$ cat config.mk
export PLATFORM = sky130hd
export DESIGN_NAME = pmucc_top
export DESIGN_NICKNAME = d
export VERILOG_FILES = /design/src/logic/pmucc_pkg.sv /design/src/logic/pmucc_top.sv
export VERILOG_INCLUDE_DIRS = /design/src /design/src/logic
export SDC_FILE = /design/constraint.sdc
export NUM_CORES = 1
export LEC_CHECK = 0
export BUFFER_PORTS_ARGS = -buffer_cell sky130_fd_sc_hd__buf_2
export CAP_MARGIN = 25
export CELL_PAD_IN_SITES_DETAIL_PLACEMENT = 1
export CELL_PAD_IN_SITES_GLOBAL_PLACEMENT = 1
export CORE_AREA = 3 3 97 108
export DETAILED_ROUTE_END_ITERATION = 10
export DIE_AREA = 0 0 100 111
export PLACE_DENSITY_LB_ADDON = 0.1
export SKIP_CTS_REPAIR_TIMING = 1
export SYNTH_ARGS = -nofsm -noshare
export SYNTH_HDL_FRONTEND = slang
export SYNTH_SLANG_ARGS = --single-unit
$ cat constraint.sdc
create_clock -name clk_i -period 7.1 [get_ports clk_i]
set_clock_uncertainty 0.15 [all_clocks]
set_input_delay 1.42 -clock clk_i [delete_from_list [all_inputs] [get_ports clk_i]]
set_output_delay 1.42 -clock clk_i [all_outputs]
set_load 0.05 [all_outputs]
$ cat src/logic/pmucc_regs.svh
// Register indices, field positions, reset values and counts of the power-management clock control
`ifndef PMUCC_REGS_SVH
`define PMUCC_REGS_SVH
// Word index on the bus; the byte address is four times the index
`define PMUCC_IDX_CLKSEL 10'h0ad
`define PMUCC_IDX_RSVD 10'h0ae
`define PMUCC_IDX_UNIT 10'h0af
`define PMUCC_IDX_STAT 10'h0c0
`define PMUCC_IDX_CLR 10'h0c1
`define PMUCC_IDX_IEN 10'h0c2
`define PMUCC_RST_CLKSEL 8'h00
`define PMUCC_RST_UNIT 8'h00
`define PMUCC_RST_IRQ 3'h0
`define PMUCC_RSVD_VALUE 8'h00
// Clock-select control fields
`define PMUCC_B_TMRMGMT 6
`define PMUCC_B_ACEN 4
`define PMUCC_B_KBDEN 3
`define PMUCC_B_MAIN_PLL_OFF_IN_LOW_SPEED 2
`define PMUCC_B_LSSEL_HI 1
`define PMUCC_B_LSSEL_LO 0
// Timer-unit control fields
`define PMUCC_B_DZUNIT 7
`define PMUCC_B_LSUNIT 6
`define PMUCC_B_BLFORCE 5
`define PMUCC_B_DZEXT 0
// Bits of neighbouring registers seen as inputs
`define PMUCC_B_MWB_EXT 3
`define PMUCC_B_ACMASK 6
// Status bit positions
`define PMUCC_S_AC 0
`define PMUCC_S_TMR 1
`define PMUCC_S_BL 2
`define PMUCC_DZEXT_REFRESH 7'h40
`define PMUCC_KBD_PORT 16'h0060
`endif

$ cat src/logic/pmucc_pkg.sv
// Types shared by the power-management clock control
package pmucc_pkg;
  typedef enum logic [2:0] {
    PMUCC_HS, PMUCC_LS, PMUCC_DOZE, PMUCC_SLEEP, PMUCC_SUSP
  } pmucc_mode_t;
  // CPU clock choice: low_pll set selects the low-speed PLL, div halves it div times
  typedef struct packed {
    logic low_pll;
    logic [1:0] div;
  } pmucc_clk_t;
  typedef enum logic {PMUCC_DX_IDLE, PMUCC_DX_RUN} pmucc_dx_t;
endpackage : pmucc_pkg

$ cat src/logic/pmucc_top.sv
// Power-management clock and control registers with Wishbone slave
//
// The Wishbone slave port was left to the implementer.
`timescale 1ns/10ps
`include "pmucc_regs.svh"

// Function
// - Timer-to-management enable steers timer channel 0 to the management interrupt.
// - AC-input activity enable makes AC-present changes count as activity.
// - With AC activity disabled, the AC bit of the activity mask is ignored.
// - Keyboard enable releases keyboard select and clock pins when other conditions hold.
// - Keyboard enable decodes reads of port 60h internally.
// - Keyboard enable sources interrupt 1 from internal keyboard logic.
// - Main-PLL-off stops high-speed PLL in low-speed mode, else only Doze, Sleep and Suspend stop it.
// - Low-speed select gives 9.216, 4.608, 2.304 or 1.152 MHz.
// - Low-speed select acts only in low-speed PLL mode.
// - Doze timer unit bit: one is 1/4 s, zero is 1/16 s.
// - Low-speed timer unit bit: one is 1/16 s, zero is 1/512 s.
// - Battery-low force runs high-speed mode at low speed when battery and AC low.
// - Doze extension keeps CPU running 64 refresh cycles after timer interrupt 0.
// - Doze extension works only when memory window control bit 3 is set.
module pmucc_top import pmucc_pkg::*; (
  input wire logic clk_i, // 10 MHz clock
  input wire logic rst_i, // Synchronous reset
  input wire logic ce_i, // Clock enable
  input wire logic [11:0] adr_i, // Wishbone byte address
  input wire logic [31:0] dat_i, // Wishbone write data
  input wire logic [3:0] sel_i, // Wishbone byte selects
  input wire logic we_i, // Wishbone write
  input wire logic cyc_i, // Wishbone cycle
  input wire logic stb_i, // Wishbone strobe
  output logic [31:0] dat_o, // Wishbone read data
  output logic ack_o, // Wishbone acknowledge
  input wire pmucc_mode_t pmu_mode_i, // Current power mode
  input wire logic tmr0_irq_i, // Timer channel 0 request
  input wire logic refresh_i, // Refresh cycle pulse
  input wire logic [7:0] mwb_ctl_i, // Memory window control contents
  input wire logic [7:0] act_mask_i, // Activity mask contents
  input wire logic ac_present_input_i, // AC present pin
  input wire logic battery_low_1_input_i, // Battery low pin, low active
  input wire logic irq1_pin_i, // External interrupt 1 pin
  input wire logic kbd_int_irq_i, // Internal keyboard interrupt
  input wire logic kbd_other_ok_i, // Other release conditions met
  input wire logic io_rd_i, // I/O read strobe
  input wire logic [15:0] io_adr_i, // I/O address
  input wire logic kbd_cs_drv_i, // Value to drive on select pin
  input wire logic system_clock_pin_drv_i, // Value to drive on clock pin
  input wire logic keyboard_chip_select_pin_i, // Select pin level
  output logic keyboard_chip_select_pin_o, // Select pin drive
  output logic keyboard_chip_select_pin_oe_o, // Select pin enable
  input wire logic system_clock_pin_i, // Clock pin level
  output logic system_clock_pin_o, // Clock pin drive
  output logic system_clock_pin_oe_o, // Clock pin enable
  output logic [1:0] pin_sense_o, // Synced select and clock pin levels
  output logic timer_irq0_o, // Ordinary interrupt 0
  output logic mgmt_int_o, // Management interrupt from timer
  output logic activity_o, // AC activity pulse
  output logic port60_int_o, // Port 60h read served inside
  output logic irq1_o, // Interrupt 1 to controller
  output logic hs_pll_stop_o, // Stop high-speed PLL
  output pmucc_clk_t cpu_clk_o, // CPU clock choice
  output logic doze_unit_o, // Doze timer unit select
  output logic ls_unit_o, // Low-speed timer unit select
  output logic cpu_run_ext_o, // Doze run extension active
  output logic irq_o // Interrupt, high while enabled status set
);

  // ********************
  // Pin synchronisers
  // ********************
  logic [4:0] sy1;
  logic [4:0] sy2;
  logic ac_prev;
  logic tmr_prev;
  logic bl_prev;
  always_ff @(posedge clk_i) begin
    if (rst_i) begin
      sy1 <= 5'h00;
      sy2 <= 5'h00;
    end else if (ce_i) begin
      sy1 <= {system_clock_pin_i, keyboard_chip_select_pin_i, irq1_pin_i,
              battery_low_1_input_i, ac_present_input_i};
      sy2 <= sy1;
    end
  end

  wire ac_s = sy2[0];
  wire bl_n_s = sy2[1];
  wire irq1_s = sy2[2];

  // ********************
  // Register bus
  // ********************
  logic [7:0] clksel;
  logic [7:0] unit;
  logic [2:0] stat;
  logic [2:0] ien;
  logic [7:0] rd_val;
  wire wb_go = cyc_i & stb_i & ~ack_o;
  wire wr_lo = wb_go & we_i & sel_i[0];
  wire [9:0] widx = adr_i[11:2];

  always_comb begin
    case (widx)
      `PMUCC_IDX_CLKSEL: rd_val = clksel;
      `PMUCC_IDX_RSVD: rd_val = `PMUCC_RSVD_VALUE;
      `PMUCC_IDX_UNIT: rd_val = unit;
      `PMUCC_IDX_STAT: rd_val = {5'h00, stat};
      `PMUCC_IDX_IEN: rd_val = {5'h00, ien};
      default: rd_val = 8'h00;
    endcase
  end

  // Every address is answered one cycle after the request, unmapped ones with zero
  always_ff @(posedge clk_i) begin
    if (rst_i) begin
      ack_o <= 1'b0;
      dat_o <= 32'h0;
    end else if (ce_i) begin
      ack_o <= wb_go;
      if (wb_go && !we_i) begin
        dat_o <= {24'h0, rd_val};
      end
    end
  end

  always_ff @(posedge clk_i) begin
    if (rst_i) begin
      clksel <= `PMUCC_RST_CLKSEL;
      unit <= `PMUCC_RST_UNIT;
      ien <= `PMUCC_RST_IRQ;
    end else if (ce_i && wr_lo) begin
      case (widx)
        `PMUCC_IDX_CLKSEL: clksel <= dat_i[7:0];
        `PMUCC_IDX_UNIT: unit <= dat_i[7:0];
        `PMUCC_IDX_IEN: ien <= dat_i[2:0];
        default: ;
      endcase
    end
  end

  wire tmr_en = clksel[`PMUCC_B_TMRMGMT];
  wire ac_en = clksel[`PMUCC_B_ACEN];
  wire kbd_en = clksel[`PMUCC_B_KBDEN];
  wire main_off = clksel[`PMUCC_B_MAIN_PLL_OFF_IN_LOW_SPEED];
  wire dz_ext = unit[`PMUCC_B_DZEXT];
  wire tmr_rise = tmr0_irq_i & ~tmr_prev;
  wire ac_chg = ac_s ^ ac_prev;
  wire in_ls = (pmu_mode_i == PMUCC_LS);
  wire bl_force = unit[`PMUCC_B_BLFORCE] & ~bl_n_s & ~ac_s & (pmu_mode_i == PMUCC_HS);

  // ********************
  // Event status
  // ********************
  logic [2:0] ev;
  logic [2:0] clr;
  // Enable write seen in its own cycle, so irq_o follows status and enable without a lag
  wire [2:0] ien_nx = (wr_lo && widx == `PMUCC_IDX_IEN) ? dat_i[2:0] : ien;
  always_comb begin
    ev = 3'h0;
    ev[`PMUCC_S_AC] = ac_chg & ac_en & act_mask_i[`PMUCC_B_ACMASK];
    ev[`PMUCC_S_TMR] = tmr_rise & tmr_en;
    ev[`PMUCC_S_BL] = bl_force & ~bl_prev;
    clr = (wr_lo && widx == `PMUCC_IDX_CLR) ? dat_i[2:0] : 3'h0;
  end

  // A new event beats a clear in the same cycle
  always_ff @(posedge clk_i) begin
    if (rst_i) begin
      stat <= `PMUCC_RST_IRQ;
      irq_o <= 1'b0;
      ac_prev <= 1'b0;
      tmr_prev <= 1'b0;
      bl_prev <= 1'b0;
    end else if (ce_i) begin
      stat <= (stat & ~clr) | ev;
      irq_o <= |(((stat & ~clr) | ev) & ien_nx);
      ac_prev <= ac_s;
      tmr_prev <= tmr0_irq_i;
      bl_prev <= bl_force;
    end
  end

  // ********************
  // Interrupt and pin routing
  // ********************
  always_ff @(posedge clk_i) begin
    if (rst_i) begin
      timer_irq0_o <= 1'b0;
      mgmt_int_o <= 1'b0;
      activity_o <= 1'b0;
    end else if (ce_i) begin
      timer_irq0_o <= tmr0_irq_i & ~tmr_en;
      mgmt_int_o <= tmr0_irq_i & tmr_en;
      activity_o <= ev[`PMUCC_S_AC];
    end
  end

  always_ff @(posedge clk_i) begin
    if (rst_i) begin
      keyboard_chip_select_pin_o <= 1'b0;
      keyboard_chip_select_pin_oe_o <= 1'b1;
      system_clock_pin_o <= 1'b0;
      system_clock_pin_oe_o <= 1'b1;
      pin_sense_o <= 2'h0;
      port60_int_o <= 1'b0;
      irq1_o <= 1'b0;
    end else if (ce_i) begin
      keyboard_chip_select_pin_o <= kbd_cs_drv_i;
      system_clock_pin_o <= system_clock_pin_drv_i;
      keyboard_chip_select_pin_oe_o <= ~(kbd_en & kbd_other_ok_i);
      system_clock_pin_oe_o <= ~(kbd_en & kbd_other_ok_i);
      pin_sense_o <= sy2[4:3];
      port60_int_o <= kbd_en & io_rd_i & (io_adr_i == `PMUCC_KBD_PORT);
      irq1_o <= kbd_en ? kbd_int_irq_i : irq1_s;
    end
  end

  // ********************
  // Clock control
  // ********************
  // Low-speed divisor is taken on entry, so a late change waits for the next entry
  logic [1:0] ls_div;
  logic ls_prev;
  wire ls_entry = in_ls & ~ls_prev;
  always_ff @(posedge clk_i) begin
    if (rst_i) begin
      ls_div <= 2'h0;
      ls_prev <= 1'b0;
      cpu_clk_o <= '0;
      hs_pll_stop_o <= 1'b0;
      doze_unit_o <= 1'b0;
      ls_unit_o <= 1'b0;
    end else if (ce_i) begin
      ls_prev <= in_ls;
      if (ls_entry) begin
        ls_div <= clksel[`PMUCC_B_LSSEL_HI:`PMUCC_B_LSSEL_LO];
      end
      cpu_clk_o.low_pll <= in_ls | bl_force;
      if (ls_entry) begin
        cpu_clk_o.div <= clksel[`PMUCC_B_LSSEL_HI:`PMUCC_B_LSSEL_LO];
      end else begin
        cpu_clk_o.div <= in_ls ? ls_div : 2'h0;
      end
      hs_pll_stop_o <= (in_ls & main_off) | (pmu_mode_i == PMUCC_DOZE)
                       | (pmu_mode_i == PMUCC_SLEEP) | (pmu_mode_i == PMUCC_SUSP);
      doze_unit_o <= unit[`PMUCC_B_DZUNIT];
      ls_unit_o <= unit[`PMUCC_B_LSUNIT];
    end
  end

  // ********************
  // Doze run extension
  // ********************
  pmucc_dx_t dx_state;
  pmucc_dx_t next_dx_state;
  logic [6:0] dx_cnt;
  logic [6:0] next_dx_cnt;
  wire in_doze = (pmu_mode_i == PMUCC_DOZE);
  wire dx_trig = tmr_rise & in_doze & dz_ext & mwb_ctl_i[`PMUCC_B_MWB_EXT];

  always_comb begin
    next_dx_state = dx_state;
    next_dx_cnt = dx_cnt;
    case (dx_state)
      PMUCC_DX_IDLE: begin
        if (dx_trig) begin
          next_dx_state = PMUCC_DX_RUN;
          next_dx_cnt = `PMUCC_DZEXT_REFRESH;
        end
      end
      PMUCC_DX_RUN: begin
        if (!in_doze) begin
          next_dx_state = PMUCC_DX_IDLE;
        end else if (dx_trig) begin
          next_dx_cnt = `PMUCC_DZEXT_REFRESH;
        end else if (refresh_i) begin
          next_dx_cnt = dx_cnt - 7'h01;
          if (dx_cnt == 7'h01) begin
            next_dx_state = PMUCC_DX_IDLE;
          end
        end
      end
      default: next_dx_state = PMUCC_DX_IDLE;
    endcase
  end

  always_ff @(posedge clk_i) begin
    if (rst_i) begin
      dx_state <= PMUCC_DX_IDLE;
      dx_cnt <= 7'h00;
      cpu_run_ext_o <= 1'b0;
    end else if (ce_i) begin
      dx_state <= next_dx_state;
      dx_cnt <= next_dx_cnt;
      cpu_run_ext_o <= (next_dx_state == PMUCC_DX_RUN);
    end
  end
endmodule : pmucc_top

# Word level (Yosys, flattened, before mapping)
# Cells that the tools add are included.
# totals
register_bits	72
output_inout_bits	52
# classes
addsub	1
eq_ne	14
muxes	17
bitwise_logic	40
n_reduce_logical	13
# op_table
operator	n
equality test 10 x 8 -> 1 bit (second input constant)	5
one-hot mux 8 bit (4 select lines)	1
two-way mux 7 bit	4
bitwise AND 1 bit	22
equality test 16 x 7 -> 1 bit (second input constant)	1
one-hot mux 7 bit (2 select lines)	1
AND reduction 2 bit	5
NOT 1 bit	9
equality test 7 x 1 -> 1 bit (second input constant)	1
subtractor 7 x 1 -> 7 bit (second input constant)	1
bitwise AND 3 bit	2
equality test 3 x 2 -> 1 bit (second input constant)	2
two-way mux 1 bit	6
two-way mux 3 bit	2
logical AND 1 bit	4
two-way mux 2 bit	2
bitwise OR 1 bit	4
AND reduction 4 bit	1
equality test 3 x 1 -> 1 bit (second input constant)	1
equality test 3 bit (second input constant)	1
zero test 3 bit	1
!= test 3 x 2 -> 1 bit (second input constant)	1
NOT 3 bit	1
bitwise OR 3 bit	1
other kinds (6)	6

# Longest topological paths before layout
# depth
word_depth	11
depth_mapped	7
depth_no_buf	7

# Worst setup path after synthesis
# No wires, ideal clock.
# synth_timing
path_type	input -> register
startpoint	input port adr_i[6]
endpoint	register irq_o
setup_ps	146
arrival_time_ps	2974
required_time_ps	6804
path_slack_ps	3830
path_stages	5
path_buffers	0
path_cell_list	or4b_4 > or4_1 > o22ai_1 > a2bb2oi_2 > a311oi_2
# synth_via
elab_chain_cells	8
elab_cells_between_ends	11
# synth_lines
element	line_no	rtl
from (decl)	pmucc_top.sv:26	input wire logic [11:0] adr_i,
equality test 10 x 8 -> 1 bit (no source line)	-	
logical AND 1 bit (no source line)	-	
two-way mux 3 bit	pmucc_top.sv:164	clr = (wr_lo && widx == `PMUCC_IDX_CLR) ? dat_i[2:0] : 3'h0;
NOT 3 bit	pmucc_top.sv:177	irq_o <= |(((stat & ~clr) | ev) & ien_nx);
bitwise AND 3 bit	pmucc_top.sv:177	
bitwise OR 3 bit	pmucc_top.sv:177	
bitwise AND 3 bit (*)	pmucc_top.sv:177	
OR reduction 3 bit (*)	pmucc_top.sv:177	
to (signal assigned)	pmucc_top.sv:177	
to (decl)	pmucc_top.sv:65	output logic irq_o
# Mark *: on every way between the ends. The rest lies on a longest branch, timed or not.
# A chain may end at the register's enable or synchronous reset.

# Worst setup path in the final report
# layout_timing
startpoint	input port ce_i
endpoint	register unit[1]
# layout_via
elab_chain_cells	2
# layout_lines
element	line_no	rtl
from (decl)	pmucc_top.sv:25	input wire logic ce_i,
logical AND 1 bit	pmucc_top.sv:132	end else if (ce_i && wr_lo) begin
AND reduction 2 bit (no source line)	-	
to (signal assigned)	pmucc_top.sv:130	unit <= `PMUCC_RST_UNIT;
to (signal assigned)	pmucc_top.sv:135	`PMUCC_IDX_UNIT: unit <= dat_i[7:0];
to (decl)	pmucc_top.sv:95	logic [7:0] unit;
# No other way between the ends.

==> qor.yml <==
core.rowCount: 37
power_w: 0.0008414
core-area_um2: 9398
netlist_area_um2: 3376
synth-main-ff-cell: "dfxtp_1"
synth_compound_area_share_pct: 10.38
reg2reg_depth: 4
placed_cells: 555
synthSimpleGateAreaFrac_pct: 22.79
antenna_found_initial: 0
swShare_pct: 27.89
min_path_type: "flip-flop to flip-flop"
multi_input_area_um2: 1754
n_antenna_cell: 0
crit_fanout: 43
cp_top_family: "simple AND/OR/NAND/NOR gates"
setup_viol: 0
routed_wl_um: 8914
dpl_cell_area_um2: 3805
critPathSlowestCell: "nor4_4"
fin_crit_sh_pct: 48.65
muxShareOfSynthArea_pct: 13.57
ir_drop_mv: 0.09316
combPwrFrac_pct: 11.1
hold_violations: 0
outcome: "completed"
critPathBufInv: 2
synthAdderAreaFrac_pct: 0.7413
crit_type: "primary input to flip-flop"
rrSetupSlack_ps: 4970
rsz0062_at_grt: "false"
final_util_pct: 42.67
end_kind: "flip-flop"
start_util_pct: 35.92
cts_buffers: 9
io_buffers: 85
final_cells: 571
area_growth_pct: 18.79
ys_seq_area_share_pct: 42.70
max_slew.worst_pin.slew_ps: 871.6
vias: 2826
slowest_delay_ps: 830
synth_area_leader_cell: "dfxtp_1"
die_x_um: 100
cp-endpoint: "unit[1]"
fin_nets: 552
cts_tree: "built"
grt_pass1_vias: 2956
seqPwrFrac_pct: 49.0
ys_ff_latch: 72
r2r-end: "unit[1]"
ctsHtreeMaxLevel: 3
p_leak_nw: 1.653
pwr_density_cell_nw_per_um2: 209.8
die_y_um: 111
yosys_warnings: 0
synth_top_family_by_area: "simple AND/OR/NAND/NOR gates"
grt_max_degree: 68
fillers: 1134
synth_common_cells: "72 x dfxtp_1, 71 x nor2_1, 39 x mux2i_1"
cts-root-buf: "clkbuf_8"
setup_tns_ps: 0
synth_cells: 368
async_reset_ff_share_pct: 0
clock_latency_ps: 340
syn_area_per_cell_um2: 9.173
seqCellArea_um2: 1441
ys_types: 50
gp_congestion: 0.7490
cp_data_required_time_ps: 7150
drc: 0
finalMaxSlewViolations: 0
max_cap_violations: 0
pwr-share-clk_pct: 39.8
globalRouteOverflowTotal: 0
yosysTopAreaCellShare_pct: 42.70
cp.depth: 6
drive_gt1_share_pct: 26.65
synth_most_common_cell: "dfxtp_1"
clk_path_buf_depth: 2
setup.worst_path.start: "ce_i"
min_period_ps: 3454
switchingPower_w: 0.0002347
max_slew_margin_pct: 41.45
p_int_w: 0.0006067
fmax_mhz: 289.5
crit_path_cell_trace: "buf_2 > buf_4 > nand4b_1 > nor4_4 > mux2i_1 > nor2_1"
io_pins: 153
cts.sinks: 72
drt_iter0_drc: 68
die-area_um2: 11100
wl_per_cell_um: 15.61
critPathLaunchType: "primary input"
synth_xor_area_share_pct: 1.816
drtPass1Iterations: 4
ant_nets: 0
clk_pin_slew_ps: 80
synth.area.top_cells: "dfxtp_1 43%, mux2i_1 12%, nor2_1 7.9%"
grtUsageTotal_pct: 16.48
synth_edf_count: 0
final_cell_area_um2: 4010
r2r-start: "ack_o"
crit_arrival_ps: 3500
post_drt_via_cell_ratio: 4.949
grt_pass1_wl_um: 14750
dp_hpwl_um: 6583
-- power groups by stage --
stage	clock, W	sequential, W	combinational [W]
after global placement	0	0.000422	0.0000932
after detailed placement	0	0.000422	0.0000945
after CTS	0.000348	0.000413	0.0000946
after floorplan	0	0.000430	0.0000665
after global routing	0.000368	0.000413	0.000102
final	0.000335	0.000412	0.0000937
-- layout by cell type (no fill, tap or decap), types with 2 or more instances in the layout --
| cell | instances |
|---|---|
| nor2b_1 | 3 |
| buf_4 | 2 |
| dfxtp_1 | 72 |
| nor2_1 | 71 |
| or4b_4 | 2 |
| nand3_1 | 11 |
| nand3b_1 | 3 |
| a22oi_1 | 12 |
| o21ai_0 | 3 |
| clkinvlp_4 | 2 |
| nor4_4 | 3 |
| nand4_1 | 2 |
| xor2_1 | 5 |
| ha_1 | 2 |
| mux2i_1 | 39 |
| xnor2_1 | 2 |
| and3_1 | 2 |
| inv_1 | 6 |
| nand2_1 | 19 |
| a211oi_1 | 2 |
| clkbuf_8 | 10 |
| buf_2 | 85 |
| conb_1 | 24 |
| nor4b_1 | 2 |
| nor3_1 | 4 |
| nand4b_1 | 5 |
| nor4_1 | 4 |
| o22ai_1 | 4 |
| mux2_2 | 5 |
| nand2b_1 | 2 |
| a21oi_1 | 19 |
| a22o_1 | 3 |
| and3b_1 | 2 |
-- registers in the layout, indices dropped and copies added, names as in the netlist, 3 cells and up --
signal / flops
unit: 8
sy2: 5
clksel: 8
ien: 3
dat_o: 8
sy1: 5
cpu_clk_o: 3
stat: 3
dx_cnt: 7
-- worst register-to-register path: cells and delay by family, from the launching register on --
family | cells | cell delay, ps
and+or+nand+nor | 3 | 1250
muxes | 1 | 270
DFF | 1 | 330
-- metal layers --
metal / GRT usage [%] / share of wire, % / up-vias
li1: - / - / 1407
met1: 20.40 / 44 / 1356
met2: 28.44 / 50 / 53
met3: 3.272 / 3.9 / 10
met4: 5.211 / 1.3 / 0
met5: 0 / 0 / -
-- logic make-up (layout without fill, tap and decap cells) --
logic type,after synthesis,after routing
compound gates,51,51
other cells,1,24
buf+inv,46,109
simple gates,144,144
fa+ha+maj,2,2
mux,45,45
xor+xnor,7,7
flops,72,72
-- worst min path at each step --
stage | from | end | slack [ps] | depth (start not counted)
after global routing | activity_o | activity_o | 360 | 2
after detailed placement | activity_o | activity_o | 320 | 2
final | activity_o | activity_o | 330 | 2
after global placement | activity_o | activity_o | 300 | 2
after CTS | activity_o | activity_o | 340 | 2
after floorplan | ien[1] | ien[1] | 290 | 2
-- final cells by class --
cell class	instances	area share, %
Clock buffer	10	3.432
Clock inverter	6	1.685
Timing Repair Buffer	87	10.98
Multi-Input combinational cell	273	43.74
Sequential cell	72	35.94
Tap cell	117	3.651
Inverter	6	0.5616
-- stage by stage --
step | hold slack, ps | setup WS, ps
after floorplan | 294.6 | 3830
after global placement | 302.0 | 3315
after detailed placement | 322.6 | 3209
after CTS | 335.6 | 3593
after global routing | 362.0 | 3417
final | 330.4 | 3646
No activity file was read; power rests on OpenSTA's default activity.
